### src/shared/tdc_pkg.sv
// Constants, register map and state codes for the telephone dialer control
// How it works
// - Mode bit picks pulse dialing when one, tone when zero; resets zero.
// - Ratio bit gives 33.3:66.6 when one, 40:60 when zero; pulse only.
// - Each dial pulse is make (high) first, then break (low).
// - Rate bit gives 20 pps when one, 10 pps when zero; pulse only.
// - Pause code N gives N seconds; resets to 4; software never writes 0.
// - Pause runs only when the pause trigger bit is written with one.
// - Flash code N gives N times about 94 ms; resets to the 563 ms code.
// - Inter-digit gap uses the flash mapping; pulse only; resets to 750 ms.
// - Writing the dial code starts dialing; code N gives N pulses, code 0 gives one.
// - Mute outputs follow their mute control bits, which reset to one.
// - Pin select one routes the dialer signal, zero the port data bit; the code ANDs the dialer signal with the port data bit.
// - Tri-state bit one floats its pin, zero drives it; resets zero.
// - Port data bit drives its pin high or low; resets to one.
// - Hold and handsfree indications follow their control bits.
// - Interrupt enable passes the dialer request when one; resets zero.
// - Continuous tone bit keeps the tone on while set; resets zero.
// - Row and column tone enables reset to one for dual tone.
// - Pause trigger reads zero, interrupts at pause end, clears itself.
// - Flash trigger holds pulse and mutes low, then interrupts, clears.
// - Interrupt flag sets on each completion; software clears with one.
// - Mutes stay low 4 ms after the gap unless a new digit, pause or flash starts.
package tdc_pkg;

  // ************************************************************
  // Register indices (byte address is four times the index)
  // ************************************************************
  localparam logic [15:0] IDX_CLK   = 16'hff00;
  localparam logic [15:0] IDX_MODE  = 16'hff10;
  localparam logic [15:0] IDX_PAUSE = 16'hff11;
  localparam logic [15:0] IDX_FLASH = 16'hff12;
  localparam logic [15:0] IDX_PSEL  = 16'hff13;
  localparam logic [15:0] IDX_LINE  = 16'hff14;
  localparam logic [15:0] IDX_IDP   = 16'hff15;
  localparam logic [15:0] IDX_TONE  = 16'hff16;
  localparam logic [15:0] IDX_CODE  = 16'hff17;
  localparam logic [15:0] IDX_HOOK  = 16'hff18;
  localparam logic [15:0] IDX_TRI   = 16'hff32;
  localparam logic [15:0] IDX_PORT  = 16'hff33;
  localparam logic [15:0] IDX_IEN   = 16'hffe9;
  localparam logic [15:0] IDX_IFLG  = 16'hfff9;

  // ************************************************************
  // Field positions
  // ************************************************************
  localparam int B_CPUCLK = 3;
  localparam int B_FOSC   = 2;
  localparam int B_GP     = 0;
  localparam int B_TPS    = 3;
  localparam int B_MB     = 1;
  localparam int B_DRS    = 0;
  localparam int B_HF     = 3;
  localparam int B_HOLD   = 2;
  localparam int B_PAUSE  = 1;
  localparam int B_FLASH  = 0;
  localparam int B_CTO    = 3;
  localparam int B_ROW_TONE_ENABLE   = 1;
  localparam int B_COLUMN_TONE_ENABLE   = 0;
  localparam int B_HOOK_SWITCH_CONTROL   = 3;
  localparam int B_RECEIVE_MUTE_CONTROL  = 1;
  localparam int B_TRANSMIT_MUTE_CONTROL  = 0;
  localparam int B_IRQ    = 0;

  // ************************************************************
  // Reset values
  // ************************************************************
  localparam logic [3:0] RST_PAUSE = 4'h4;
  localparam logic [3:0] RST_FLASH = 4'h6;
  localparam logic [3:0] RST_IDP   = 4'h8;
  localparam logic [3:0] RST_PORT  = 4'hf;
  localparam logic [1:0] RST_MUTE  = 2'h3;
  localparam logic [1:0] RST_SIN   = 2'h3;

  // ************************************************************
  // Timing, counted in slow oscillator ticks
  // ************************************************************
  localparam longint SLOW_HZ   = 64'h0000_0000_0000_8000;
  localparam longint STEP_US   = 64'h0000_0000_0001_6e36;
  localparam longint SEC_US    = 64'h0000_0000_000f_4240;
  localparam longint MHOLD_US  = 64'h0000_0000_0000_0fa0;
  localparam longint P10_US    = 64'h0000_0000_0001_86a0;
  localparam longint P20_US    = 64'h0000_0000_0000_c350;
  localparam longint M10_40_US = 64'h0000_0000_0000_9c40;
  localparam longint M10_33_US = 64'h0000_0000_0000_8235;
  localparam longint M20_40_US = 64'h0000_0000_0000_4e20;
  localparam longint M20_33_US = 64'h0000_0000_0000_411b;
  localparam longint FLPS_STEPS = 64'h0000_0000_0000_000a;
  localparam int     TW        = 20;
  localparam logic [TW-1:0] STEP_T  = TW'(STEP_US * SLOW_HZ / SEC_US);
  localparam logic [TW-1:0] SEC_T   = TW'(SLOW_HZ);
  localparam logic [TW-1:0] MHOLD_T = TW'(MHOLD_US * SLOW_HZ / SEC_US);
  localparam logic [TW-1:0] FLPS_T  = TW'(FLPS_STEPS * STEP_US * SLOW_HZ / SEC_US);
  localparam logic [TW-1:0] MK10_40 = TW'(M10_40_US * SLOW_HZ / SEC_US);
  localparam logic [TW-1:0] MK10_33 = TW'(M10_33_US * SLOW_HZ / SEC_US);
  localparam logic [TW-1:0] MK20_40 = TW'(M20_40_US * SLOW_HZ / SEC_US);
  localparam logic [TW-1:0] MK20_33 = TW'(M20_33_US * SLOW_HZ / SEC_US);
  localparam logic [TW-1:0] BK10_40 = TW'((P10_US - M10_40_US) * SLOW_HZ / SEC_US);
  localparam logic [TW-1:0] BK10_33 = TW'((P10_US - M10_33_US) * SLOW_HZ / SEC_US);
  localparam logic [TW-1:0] BK20_40 = TW'((P20_US - M20_40_US) * SLOW_HZ / SEC_US);
  localparam logic [TW-1:0] BK20_33 = TW'((P20_US - M20_33_US) * SLOW_HZ / SEC_US);

  // ************************************************************
  // Sequencer states
  // ************************************************************
  typedef enum logic [9:0] {
    ST_IDLE  = 10'b00_0000_0001,
    ST_MAKE  = 10'b00_0000_0010,
    ST_BRK   = 10'b00_0000_0100,
    ST_IDGAP = 10'b00_0000_1000,
    ST_MHOLD = 10'b00_0001_0000,
    ST_TONE  = 10'b00_0010_0000,
    ST_TGAP  = 10'b00_0100_0000,
    ST_PAUSE = 10'b00_1000_0000,
    ST_FLASH = 10'b01_0000_0000,
    ST_FLPS  = 10'b10_0000_0000
  } tdc_state_e;

endpackage : tdc_pkg
### src/rtl/tdc_dialer.sv
// Telephone dialer control: APB registers, dial sequencer and port pins
//
// Register access over APB was left to the implementer.
`timescale 1ns/1ps
`default_nettype none
module tdc_dialer (
  // Clock and reset
  input  wire logic        clk,
  input  wire logic        srst,
  // APB slave
  input  wire logic        psel,
  input  wire logic        penable,
  input  wire logic        pwrite,
  input  wire logic [31:0] paddr,
  input  wire logic [31:0] pwdata,
  output logic      [31:0] prdata,
  output logic             pready,
  output logic             pslverr,
  // Slow oscillator level
  input  wire logic        slowOscIn,
  // Line and tone side
  output logic             dialPulseOut,
  output logic             toneActive,
  output logic      [3:0]  toneCode,
  output logic             rowToneEnable,
  output logic             columnToneEnable,
  output logic             continuousTone,
  output logic             hookSwitchControl,
  // Clock control
  output logic             fastOscillatorEnable,
  output logic             cpuClockSwitch,
  // Port pins, enable low while driven
  output logic      [3:0]  portPinOut,
  output logic      [3:0]  portPinOe_n,
  // Interrupt request
  output logic             dialerIrq
);

  // ************************************************************
  // Registers
  // ************************************************************
  logic [3:0]          clkCtl_ff;
  logic [3:0]          modeCfg_ff;
  logic [3:0]          pauseDur_ff;
  logic [3:0]          flashDur_ff;
  logic [3:0]          pinSel_ff;
  logic [1:0]          lineCtl_ff;
  logic [3:0]          idpDur_ff;
  logic [3:0]          toneCtl_ff;
  logic [3:0]          dialCode_ff;
  logic [3:0]          hookMute_ff;
  logic [3:0]          triState_ff;
  logic [3:0]          portData_ff;
  logic                irqEn_ff;
  logic                irqFlag_ff;
  logic [31:0]         prdata_ff;
  logic                slowPrev_ff;
  logic [tdc_pkg::TW-1:0] cnt_ff;
  logic [tdc_pkg::TW-1:0] nxt_cnt;
  logic [3:0]          pulses_ff;
  logic [3:0]          nxt_pulses;
  tdc_pkg::tdc_state_e state_ff;
  tdc_pkg::tdc_state_e nxt_state;

  logic        wrEn;
  logic        addrOk;
  logic [15:0] idx;
  logic        tick;
  logic        busy;
  logic        codeAcc;
  logic        pauseGo;
  logic        flashGo;
  logic        irqEvent;
  logic        muteAct;
  logic        txMute;
  logic        rxMute;
  logic [3:0]  special;
  logic [tdc_pkg::TW-1:0] makeT;
  logic [tdc_pkg::TW-1:0] brkT;

  function automatic logic mapped(input logic [15:0] i);
    mapped = (i == tdc_pkg::IDX_CLK)   || (i == tdc_pkg::IDX_MODE)  ||
             (i == tdc_pkg::IDX_PAUSE) || (i == tdc_pkg::IDX_FLASH) ||
             (i == tdc_pkg::IDX_PSEL)  || (i == tdc_pkg::IDX_LINE)  ||
             (i == tdc_pkg::IDX_IDP)   || (i == tdc_pkg::IDX_TONE)  ||
             (i == tdc_pkg::IDX_CODE)  || (i == tdc_pkg::IDX_HOOK)  ||
             (i == tdc_pkg::IDX_TRI)   || (i == tdc_pkg::IDX_PORT)  ||
             (i == tdc_pkg::IDX_IEN)   || (i == tdc_pkg::IDX_IFLG);
  endfunction : mapped

  // Step codes share one mapping for flash and inter-digit gap
  function automatic logic [tdc_pkg::TW-1:0] steps(input logic [3:0] c);
    steps = tdc_pkg::TW'(c * tdc_pkg::STEP_T);
  endfunction : steps

  // ************************************************************
  // APB access
  // ************************************************************
  assign idx     = paddr[17:2];
  assign addrOk  = (paddr[31:18] == 14'h0000) && (paddr[1:0] == 2'h0) && mapped(idx);
  assign wrEn    = psel && penable && pwrite && addrOk;
  assign pready  = 1'b1;
  assign pslverr = psel && penable && !addrOk;
  assign prdata  = prdata_ff;

  // Read data captured in setup so it leaves a flop in the access phase
  always_ff @(posedge clk) begin
    if (srst) begin
      prdata_ff <= 32'h0000_0000;
    end else if (psel && !penable && !pwrite) begin
      prdata_ff <= 32'h0000_0000;
      unique case (idx)
        tdc_pkg::IDX_CLK:   prdata_ff[3:0] <= clkCtl_ff;
        tdc_pkg::IDX_MODE:  prdata_ff[3:0] <= modeCfg_ff;
        tdc_pkg::IDX_PAUSE: prdata_ff[3:0] <= pauseDur_ff;
        tdc_pkg::IDX_FLASH: prdata_ff[3:0] <= flashDur_ff;
        tdc_pkg::IDX_PSEL:  prdata_ff[3:0] <= pinSel_ff;
        tdc_pkg::IDX_LINE:  prdata_ff[3:0] <= {lineCtl_ff, 2'b00};
        tdc_pkg::IDX_IDP:   prdata_ff[3:0] <= idpDur_ff;
        tdc_pkg::IDX_TONE:  prdata_ff[3:0] <= toneCtl_ff;
        tdc_pkg::IDX_CODE:  prdata_ff[3:0] <= dialCode_ff;
        tdc_pkg::IDX_HOOK:  prdata_ff[3:0] <= hookMute_ff;
        tdc_pkg::IDX_TRI:   prdata_ff[3:0] <= triState_ff;
        tdc_pkg::IDX_PORT:  prdata_ff[3:0] <= portData_ff;
        tdc_pkg::IDX_IEN:   prdata_ff[0]   <= irqEn_ff;
        tdc_pkg::IDX_IFLG:  prdata_ff[0]   <= irqFlag_ff;
        default:            prdata_ff      <= 32'h0000_0000;
      endcase
    end
  end

  // Unused bits are masked so they always read zero
  always_ff @(posedge clk) begin
    if (srst) begin
      clkCtl_ff   <= 4'h0;
      modeCfg_ff  <= 4'h0;
      pauseDur_ff <= tdc_pkg::RST_PAUSE;
      flashDur_ff <= tdc_pkg::RST_FLASH;
      pinSel_ff   <= 4'h0;
      lineCtl_ff  <= 2'h0;
      idpDur_ff   <= tdc_pkg::RST_IDP;
      toneCtl_ff  <= {2'b00, tdc_pkg::RST_SIN};
      hookMute_ff <= {2'b00, tdc_pkg::RST_MUTE};
      triState_ff <= 4'h0;
      portData_ff <= tdc_pkg::RST_PORT;
      irqEn_ff    <= 1'b0;
    end else if (wrEn) begin
      unique case (idx)
        tdc_pkg::IDX_CLK:   clkCtl_ff   <= pwdata[3:0] & 4'hd;
        tdc_pkg::IDX_MODE:  modeCfg_ff  <= pwdata[3:0] & 4'hb;
        tdc_pkg::IDX_PAUSE: pauseDur_ff <= pwdata[3:0];
        tdc_pkg::IDX_FLASH: flashDur_ff <= pwdata[3:0];
        tdc_pkg::IDX_PSEL:  pinSel_ff   <= pwdata[3:0];
        tdc_pkg::IDX_LINE:  lineCtl_ff  <= pwdata[tdc_pkg::B_HF:tdc_pkg::B_HOLD];
        tdc_pkg::IDX_IDP:   idpDur_ff   <= pwdata[3:0];
        tdc_pkg::IDX_TONE:  toneCtl_ff  <= pwdata[3:0] & 4'hb;
        tdc_pkg::IDX_HOOK:  hookMute_ff <= pwdata[3:0] & 4'hb;
        tdc_pkg::IDX_TRI:   triState_ff <= pwdata[3:0];
        tdc_pkg::IDX_PORT:  portData_ff <= pwdata[3:0];
        tdc_pkg::IDX_IEN:   irqEn_ff    <= pwdata[tdc_pkg::B_IRQ];
        default:            irqEn_ff    <= irqEn_ff;
      endcase
    end
  end

  // Code held only when the sequencer takes it
  always_ff @(posedge clk) begin
    if (srst) begin
      dialCode_ff <= 4'h0;
    end else if (codeAcc) begin
      dialCode_ff <= pwdata[3:0];
    end
  end

  // Set wins over a same-cycle write-one clear
  always_ff @(posedge clk) begin
    if (srst) begin
      irqFlag_ff <= 1'b0;
    end else if (irqEvent) begin
      irqFlag_ff <= 1'b1;
    end else if (wrEn && idx == tdc_pkg::IDX_IFLG && pwdata[tdc_pkg::B_IRQ]) begin
      irqFlag_ff <= 1'b0;
    end
  end

  assign dialerIrq = irqFlag_ff && irqEn_ff;

  // ************************************************************
  // Dial sequencer
  // ************************************************************
  always_ff @(posedge clk) begin
    if (srst) begin
      slowPrev_ff <= 1'b0;
    end else begin
      slowPrev_ff <= slowOscIn;
    end
  end

  assign tick    = slowOscIn && !slowPrev_ff;
  assign busy    = !(state_ff == tdc_pkg::ST_IDLE || state_ff == tdc_pkg::ST_MHOLD);
  assign codeAcc = wrEn && idx == tdc_pkg::IDX_CODE && !busy;
  assign flashGo = wrEn && idx == tdc_pkg::IDX_LINE && pwdata[tdc_pkg::B_FLASH] && !busy;
  assign pauseGo = wrEn && idx == tdc_pkg::IDX_LINE && pwdata[tdc_pkg::B_PAUSE] && !busy;

  // Make and break lengths from rate and ratio
  always_comb begin
    unique case ({modeCfg_ff[tdc_pkg::B_DRS], modeCfg_ff[tdc_pkg::B_MB]})
      2'b00: begin makeT = tdc_pkg::MK10_40; brkT = tdc_pkg::BK10_40; end
      2'b01: begin makeT = tdc_pkg::MK10_33; brkT = tdc_pkg::BK10_33; end
      2'b10: begin makeT = tdc_pkg::MK20_40; brkT = tdc_pkg::BK20_40; end
      default: begin makeT = tdc_pkg::MK20_33; brkT = tdc_pkg::BK20_33; end
    endcase
  end

  always_comb begin
    nxt_state  = state_ff;
    nxt_pulses = pulses_ff;
    nxt_cnt    = (tick && cnt_ff != '0) ? cnt_ff - 1'b1 : cnt_ff;
    irqEvent   = 1'b0;
    unique case (state_ff)
      tdc_pkg::ST_IDLE, tdc_pkg::ST_MHOLD: begin
        if (flashGo) begin
          nxt_state = tdc_pkg::ST_FLASH;
          nxt_cnt   = steps(flashDur_ff);
        end else if (pauseGo) begin
          nxt_state = tdc_pkg::ST_PAUSE;
          nxt_cnt   = tdc_pkg::TW'(pauseDur_ff * tdc_pkg::SEC_T);
        end else if (codeAcc && modeCfg_ff[tdc_pkg::B_TPS]) begin
          nxt_state  = tdc_pkg::ST_MAKE;
          nxt_pulses = pwdata[3:0];
          nxt_cnt    = makeT;
        end else if (codeAcc) begin
          nxt_state = tdc_pkg::ST_TONE;
          nxt_cnt   = tdc_pkg::STEP_T;
        end else if (state_ff == tdc_pkg::ST_MHOLD && cnt_ff == '0) begin
          nxt_state = tdc_pkg::ST_IDLE;
        end
      end
      tdc_pkg::ST_MAKE: begin
        if (cnt_ff == '0) begin
          nxt_state = tdc_pkg::ST_BRK;
          nxt_cnt   = brkT;
        end
      end
      tdc_pkg::ST_BRK: begin
        if (cnt_ff == '0 && pulses_ff <= 4'h1) begin
          nxt_state = tdc_pkg::ST_IDGAP;
          nxt_cnt   = steps(idpDur_ff);
        end else if (cnt_ff == '0) begin
          nxt_state  = tdc_pkg::ST_MAKE;
          nxt_pulses = pulses_ff - 4'h1;
          nxt_cnt    = makeT;
        end
      end
      tdc_pkg::ST_IDGAP, tdc_pkg::ST_TGAP: begin
        if (cnt_ff == '0) begin
          nxt_state = tdc_pkg::ST_MHOLD;
          nxt_cnt   = tdc_pkg::MHOLD_T;
          irqEvent  = 1'b1;
        end
      end
      tdc_pkg::ST_TONE: begin
        if (cnt_ff == '0 && !toneCtl_ff[tdc_pkg::B_CTO]) begin
          nxt_state = tdc_pkg::ST_TGAP;
          nxt_cnt   = tdc_pkg::STEP_T;
        end
      end
      tdc_pkg::ST_PAUSE: begin
        if (cnt_ff == '0) begin
          nxt_state = tdc_pkg::ST_IDLE;
          irqEvent  = 1'b1;
        end
      end
      tdc_pkg::ST_FLASH: begin
        if (cnt_ff == '0) begin
          nxt_state = tdc_pkg::ST_FLPS;
          nxt_cnt   = tdc_pkg::FLPS_T;
        end
      end
      tdc_pkg::ST_FLPS: begin
        if (cnt_ff == '0) begin
          nxt_state = tdc_pkg::ST_IDLE;
          irqEvent  = 1'b1;
        end
      end
      default: nxt_state = tdc_pkg::ST_IDLE;
    endcase
  end

  always_ff @(posedge clk) begin
    if (srst) begin
      state_ff  <= tdc_pkg::ST_IDLE;
      cnt_ff    <= '0;
      pulses_ff <= 4'h0;
    end else begin
      state_ff  <= nxt_state;
      cnt_ff    <= nxt_cnt;
      pulses_ff <= nxt_pulses;
    end
  end

  // ************************************************************
  // Line outputs and port pins
  // ************************************************************
  assign muteAct = !(state_ff == tdc_pkg::ST_IDLE || state_ff == tdc_pkg::ST_PAUSE ||
                     state_ff == tdc_pkg::ST_FLASH || state_ff == tdc_pkg::ST_FLPS);
  assign dialPulseOut = !(state_ff == tdc_pkg::ST_BRK || state_ff == tdc_pkg::ST_FLASH);
  assign txMute = !((hookMute_ff[tdc_pkg::B_TRANSMIT_MUTE_CONTROL] && muteAct) || lineCtl_ff[0] ||
                    state_ff == tdc_pkg::ST_FLASH);
  assign rxMute = !((hookMute_ff[tdc_pkg::B_RECEIVE_MUTE_CONTROL] && muteAct) ||
                    state_ff == tdc_pkg::ST_FLASH);
  assign special = {lineCtl_ff[1], lineCtl_ff[0], rxMute, txMute};

  assign toneActive           = state_ff == tdc_pkg::ST_TONE;
  assign toneCode             = dialCode_ff;
  assign rowToneEnable        = toneCtl_ff[tdc_pkg::B_ROW_TONE_ENABLE];
  assign columnToneEnable     = toneCtl_ff[tdc_pkg::B_COLUMN_TONE_ENABLE];
  assign continuousTone       = toneCtl_ff[tdc_pkg::B_CTO];
  assign hookSwitchControl    = hookMute_ff[tdc_pkg::B_HOOK_SWITCH_CONTROL];
  assign fastOscillatorEnable = clkCtl_ff[tdc_pkg::B_FOSC];
  assign cpuClockSwitch       = clkCtl_ff[tdc_pkg::B_CPUCLK];

  // Special signal is gated by its data bit, so data zero pins it low
  for (genvar i = 0; i < 4; i++) begin : g_pin
    assign portPinOut[i]  = pinSel_ff[i] ? (special[i] && portData_ff[i])
                                         : portData_ff[i];
    assign portPinOe_n[i] = triState_ff[i];
  end
endmodule : tdc_dialer
`default_nettype wire

### config.mk
export PLATFORM = sky130hd
export DESIGN_NAME = tdc_dialer
export DESIGN_NICKNAME = d
export VERILOG_FILES = /design/src/shared/tdc_pkg.sv /design/src/rtl/tdc_dialer.sv
export SDC_FILE = /design/constraint.sdc
export NUM_CORES = 1
export LEC_CHECK = 0
export ABC_AREA = 1
export BUFFER_PORTS_ARGS = -buffer_cell sky130_fd_sc_hd__buf_2
export CELL_PAD_IN_SITES_DETAIL_PLACEMENT = 0
export CELL_PAD_IN_SITES_GLOBAL_PLACEMENT = 2
export CORE_UTILIZATION = 32
export DETAILED_ROUTE_END_ITERATION = 10
export GPL_TIMING_DRIVEN = 0
export PLACE_DENSITY_LB_ADDON = 0.1
export SYNTH_ARGS = -nofsm -noshare
export SYNTH_HDL_FRONTEND = slang
export SYNTH_SLANG_ARGS = --single-unit
### constraint.sdc
create_clock -name clk -period 5 [get_ports clk]
set_clock_uncertainty 0.2 [all_clocks]
set_input_delay 0.5 -clock clk [delete_from_list [all_inputs] [get_ports clk]]
set_output_delay 0.5 -clock clk [all_outputs]
set_load 0.1 [all_outputs]
==> metrics.yaml, run 1 <==
status: "finished, final reports clean"
vdd.ir_drop.worst_mv: 0.174
io_pins: 125
holdBufCountCts: 0
hold_path_class: "in -> reg"
overflow: 0
synth_cell_types: 48
clockPowerShare_pct: 22.6
post_cts_resize_count: 0
critPathMaxStageDelay_ns: 0.46
p_comb_share_pct: 50.9
wl_per_cell_um: 16.6
syn-cell-area_mm2: 0.00622
drt_iter0_markers: 436
synth_warnings: 0
numCtsBuffers: 9
path_delay_family: "simple AND/OR/NAND/NOR gates"
nFillCells: 2129
path_cells: "nor2_1, inv_1, nor2_2, inv_1, nor2_2, nand3_1, o21ai_0, nor2_1, nand2_1, nand3_1, a21boi_0, buf_2"
dr.pass1.iters: 5
yosysTopAreaCellShare_pct: 26.7
die_height_um: 141
crit_type: "reg -> out"
port_buffers: 66
avgSynthCellArea_um2: 6.31
cts_root_buf: "clkbuf_16"
cts_setup_buffers: 0
multi_input_area_mm2: 0.00380
start_util_pct: 32.9
drcViolationCount: 0
clkSinkCount: 83
drtAntennaViolNets: 0
p_seq_share_pct: 26.5
worstPathArrival_ns: 2.58
finalCriticalPeriod_ns: 3.28
critPathRequiredTime_ns: 4.30
hold_violations: 0
p_sw_w: 0.00148
seq_area_frac_synth_pct: 26.7
hp-start: "slowOscIn"
finalSetupViolCount: 0
grt_pass1_vias: 6217
wl_um: 22500
grt_usage_pct: 23.4
seq_area_mm2: 0.00166
row_count: 50
cts_tree: "built"
cts_max_level: 3
leakage_nw: 3.60
coreArea_mm2: 0.0189
dieArea_mm2: 0.0200
crit_start: "state_ff[0]$_SDFFE_PP1P_"
synthTopCellsByArea: "dfxtp_1, nand2_1, inv_1"
power.density_mw_per_mm2: 419
endpoint_kind: "output pin"
clk_pin_slew_ns: 0.07
startpoint_type: "register"
internal_power_w: 0.00157
layout-drive-gt1-share_pct: 15.3
cp_slowest_cell: "buf_2"
yosysTopAreaCell: "dfxtp_1"
placed_cell_area_mm2: 0.00698
die_w_um: 141
vias: 6557
finalSetupTns_ns: 0
ys_ff_latch: 83
antenna_found_initial: 0
n_antenna_cell: 0
reg2reg_from: "cnt_ff[0]$_SDFF_PP0_"
via_per_inst: 4.84
clk-insertion-delay-late_ns: 0.36
netlist_instances: 986
cp_max_fo: 5
dp_cells: 1339
relSlewSlack_pct: 34.9
slew_viol_final: 0
period_share_pct: 65.6
fmax_mhz: 305
grt_pass1_wl_um: 35300
power_w: 0.00305
hpwlAfterDp_um: 17900
grt_max_degree: 19
place.gp.congestion: 0.898
areaGrowthSynthToFinish_pct: 17.0
final_nets: 1179
fin_hold_ws_ns: 0.165
tightest_slew_ns: 0.969
stdcell_area_mm2: 0.00728
rsz0062_at_grt: "no"
cp_num_buf_inv: 3
cts.path.max_buffers: 2
maxCapViolations: 0
switching_share_pct: 48.6
layout.cells.non_filler: 1355
==> cell usage in the layout (no fill, tap or decap), drive strengths merged <==
master,instances
clkbuf,20
a21oi,84
nand4,17
inv,151
o21ai,97
a211oi,2
xor2,14
clkinv,4
nor3b,1
nor3,24
nand3,49
and3b,1
dfxtp,83
nand2,196
buf,102
o2111ai,1
o21bai,2
or2,2
nand3b,1
fa,2
nor2,143
o22ai,12
a31oi,3
a41oi,1
ha,17
a221oi,5
xnor2,10
o211ai,8
nor4,9
o21a,4
conb,29
a21boi,1
==> path summary, 6_finish.rpt <==
kind                                    end  slack, ns  depth (start not counted)
hold / removal       slowPrev_ff$_SDFF_PP0_       0.16                          3
hold reg to reg      prdata[3]$_SDFFE_PP0P_       0.27                          2
setup reg to reg  pulses_ff[1]$_SDFFE_PP0P_       1.86                         15
setup / recovery              portPinOut[0]       1.72                         12
==> tightest hold or removal path, delay by kind of cell <==
kind                   cells  cell delay, ns
buffers and inverters      2            0.11
AND/OR/NAND/NOR            1            0.07
==> state kept, by name (all words and copies together) (netlist names) <==
name / flops
portData_ff: 4
prdata: 4
state_ff: 10
flashDur_ff: 4
clkCtl_ff: 3
cnt_ff: 20
irqEn_ff: 1
pulses_ff: 4
idpDur_ff: 4
toneCtl_ff: 3
pauseDur_ff: 4
modeCfg_ff: 3
irqFlag_ff: 1
slowPrev_ff: 1
toneCode: 4
portPinOe_n: 4
pinSel_ff: 4
hookMute_ff: 3
lineCtl_ff: 2
==> cells by family (layout without fill, tap and decap cells) <==
family | count (synthesis) | count (layout) | share of synthesized area (%)
other | 2 | 29 | 0.121
and+or+nand+nor | 443 | 443 | 32.5
adders and majority gates | 19 | 19 | 4.06
xor gates and xnor gates | 24 | 24 | 3.38
AOI/OAI and AO/OA | 220 | 220 | 19.3
buffers and inverters | 195 | 277 | 13.9
DFF | 83 | 83 | 26.7
==> metal layers <==
metal,GRT usage [%],wire length [um],vias to the layer above,share of wire (%)
met3,3.24,903,32,4.0
met1,29.7,10300,2992,46
met2,40.4,10600,163,47
li1,-,-,3370,-
met5,0,0,-,0
met4,8.66,624,0,2.8
==> cells in the mapped netlist (all sizes together) <==
cell and number:
a21oi 84, buf 36, o21a 4, a31oi 3
nand3b 1, conb 2, fa 2, nor2 143
a21boi 1, dfxtp 83, nor3b 1, or2 2
nand4 17, o21ai 97, xor2 14, nor4 9
o2111ai 1, nand3 49, nand2 196, and3b 1
xnor2 10, o22ai 12, inv 146, clkinv 2
a221oi 5, clkbuf 11, a211oi 2, nor3 24
a41oi 1, ha 17, o211ai 8, o21bai 2
==> power groups by stage <==
stage / Sequential (W) / Clock (W) / Combinational, W
3_3_place_gp: 0.000825 / 0 / 0.00157
4_1_cts: 0.000809 / 0.000706 / 0.00156
2_1_floorplan: 0.000807 / 0 / 0.00116
6_report: 0.000808 / 0.000691 / 0.00155
3_5_place_dp: 0.000823 / 0 / 0.00155
5_1_grt: 0.000821 / 0.000736 / 0.00174
==> cell type report <==
class / count / area share [%]
Multi-Input combinational cell: 735 / 52.2
Inverter: 148 / 7.66
Clock buffer: 9 / 3.09
Sequential cell: 83 / 22.8
Tap cell: 260 / 4.47
Clock inverter: 7 / 1.01
Timing Repair Buffer: 66 / 4.54
Buffer: 47 / 4.21
==> per-stage QoR <==
step / setup WS (ns) / util [%]
finish: 1.72 / 38.5
global route: 1.41 / 38.5
CTS: 1.70 / 38.5
detailed placement: 1.49 / 37.0
global placement: 1.45 / 37.0
floorplan: 0.925 / -
Power figures use the tool's default switching activity.
==> run 2: changes to the inputs <==
- CORE_UTILIZATION: 32 -> 30
- clock period: 5 -> 3.4 ns (I/O delays scaled with it)
==> run 2 against run 1 <==
Net effect:
- sequential share of layout area is 0.086 points lower
- global-route usage is 1.0 points lower
- largest cell class unchanged
- clock-buffer cell count stayed put
- first-iteration DRC count is 3.4% lower
- critical path depth is 2 higher
- utilization is 2.5 points lower
- highest routed layer unchanged
==> metrics.yaml, run 2 (same netlist as run 1, synthesis figures left out) <==
worstPathArrival_ns: 3.09
reg2reg_setup_slack_ns: 0.37
areaGrowthSynthToFinish_pct: 17.4
layout-drive-gt1-share_pct: 15.4
start_util_pct: 30.7
rsz0062_at_grt: "no"
fin_hold_ws_ns: 0.0650
grt_max_degree: 18
vdd.ir_drop.worst_mv: 0.215
cp_max_fo: 10
clkSinkCount: 83
slew_viol_final: 0
die_height_um: 146
power.density_mw_per_mm2: 616
row_count: 52
path_cells: "inv_1, ha_1, nand2_1, nor2_1, nand3_2, nand2_2, nor3_2, nand4_1, xor2_1, nor2_1, nor3_1, nand3_1, nand2_1, inv_1"
coreArea_mm2: 0.0203
hold_violations: 0
n_antenna_cell: 0
critPathMaxStageDelay_ns: 0.49
die_w_um: 146
layout_commonest_cell: "nand2_1"
cp_num_buf_inv: 2
final_cell_mix: "nand2_1, inv_1, nor2_1"
clk_pin_slew_ns: 0.07
endpoint_kind: "register"
io_pins: 125
top_regs: "cnt_ff x20, state_ff x10"
grt_pass1_vias: 6385
drt_iter0_markers: 421
dp_cells: 1349
path_delay_family: "simple AND/OR/NAND/NOR gates"
fmax_mhz: 330
final_nets: 1180
seq_area_mm2: 0.00166
multi_input_area_mm2: 0.00381
antenna_found_initial: 0
period_share_pct: 89.1
clk-insertion-delay-late_ns: 0.36
p_sw_w: 0.00219
nFillCells: 2341
finalCriticalPeriod_ns: 3.03
finalSetupViolCount: 0
hpwlAfterDp_um: 18300
wl_um: 23100
port_buffers: 66
hold_path_class: "in -> reg"
p_comb_share_pct: 51.4
leakage_nw: 3.60
drtAntennaViolNets: 0
cts_root_buf: "clkbuf_16"
maxCapViolations: 0
via_per_inst: 4.77
grt_usage_pct: 22.4
layout_setup_ws_ns: 0.370
place.gp.congestion: 0.904
critPathRequiredTime_ns: 3.46
clockPowerShare_pct: 22.2
cp_slowest_cell: "xor2_1"
cts_max_level: 3
p_seq_share_pct: 26.4
finalSetupTns_ns: 0
grt_pass1_wl_um: 36500
wl_per_cell_um: 16.9
switching_share_pct: 48.8
relSlewSlack_pct: 46.1
numCtsBuffers: 9
place_ws_ns: 0.166
internal_power_w: 0.00230
layout.cells.non_filler: 1366
fin_util_pct: 36.0
overflow: 0
tightest_slew_ns: 0.802
cts.path.max_buffers: 2
cts_tree: "built"
dieArea_mm2: 0.0213
drcViolationCount: 0
largest_register_ffs: 20
crit_type: "reg -> reg"
startpoint_type: "register"
dr.pass1.iters: 6
top_register: "cnt_ff"
status: "finished, final reports clean"
vias: 6517
==> run 2: worst register-to-register path, cell delays in order, from the launching register on <==
cell	delay, ns
dfxtp_1	0.37
inv_1	0.07
ha_1	0.20
nand2_1	0.11
nor2_1	0.11
nand3_2	0.17
nand2_2	0.18
nor3_2	0.32
nand4_1	0.17
xor2_1	0.49
nor2_1	0.09
nor3_1	0.18
nand3_1	0.15
nand2_1	0.09
inv_1	0.03
==> run 2: layout make-up <==
class / count / share of cell area (%)
clock inverters: 7 / 0.976
plain buffers: 47 / 4.19
clock buffers: 9 / 3.08
flip-flops and latches: 83 / 22.7
well taps: 270 / 4.62
repair buffers: 67 / 4.66
inverters: 148 / 7.64
multi-input cells: 735 / 52.1
==> run 2: power by group through the flow <==
stage / Sequential [W] / Clock, W / Combinational (W)
2_1_floorplan: 0.00119 / 0 / 0.00171
3_3_place_gp: 0.00121 / 0 / 0.00233
3_5_place_dp: 0.00121 / 0 / 0.00229
4_1_cts: 0.00119 / 0.00102 / 0.00231
5_1_grt: 0.00121 / 0.00107 / 0.00259
6_report: 0.00119 / 0.000997 / 0.00231
==> run 2: layer usage <==
layer / GRT usage [%] / up-vias / routed length (um)
met1: 29.5 / 2981 / 11000
met2: 37.5 / 136 / 10800
met4: 8.07 / 0 / 613
met3: 2.91 / 31 / 707
met5: 0 / - / 0
li1: - / 3369 / -
==> run 2: stage by stage <==
stage,cell area [um2],total power [W]
2_1_floorplan,6330,0.00290
3_3_place_gp,6990,0.00354
3_5_place_dp,6990,0.00350
4_1_cts,7300,0.00452
5_1_grt,7310,0.00487
6_report,7310,0.00450
==> run 2: path summary, 6_finish.rpt <==
| path | cells past startpoint | start | to |
|---|---|---|---|
| worst max-delay path | 14 | cnt_ff[0]$_SDFF_PP0_ | cnt_ff[13]$_SDFF_PP0_ |
| worst min-delay path | 3 | pwdata[3] | portData_ff[3]$_SDFFE_PP1P_ |
| worst max register to register | 14 | cnt_ff[0]$_SDFF_PP0_ | cnt_ff[13]$_SDFF_PP0_ |
| worst min register to register | 2 | prdata[1]$_SDFFE_PP0P_ | prdata[1]$_SDFFE_PP0P_ |
==> run 2: repair_timing <==
item                                    in CTS  in global routing
setup buffers                                0                  0
gates resized for setup                      0                  3
endpoints found under the hold margin        1                  0
hold buffers                                 1                  0
endpoints found under the setup margin       0                  9
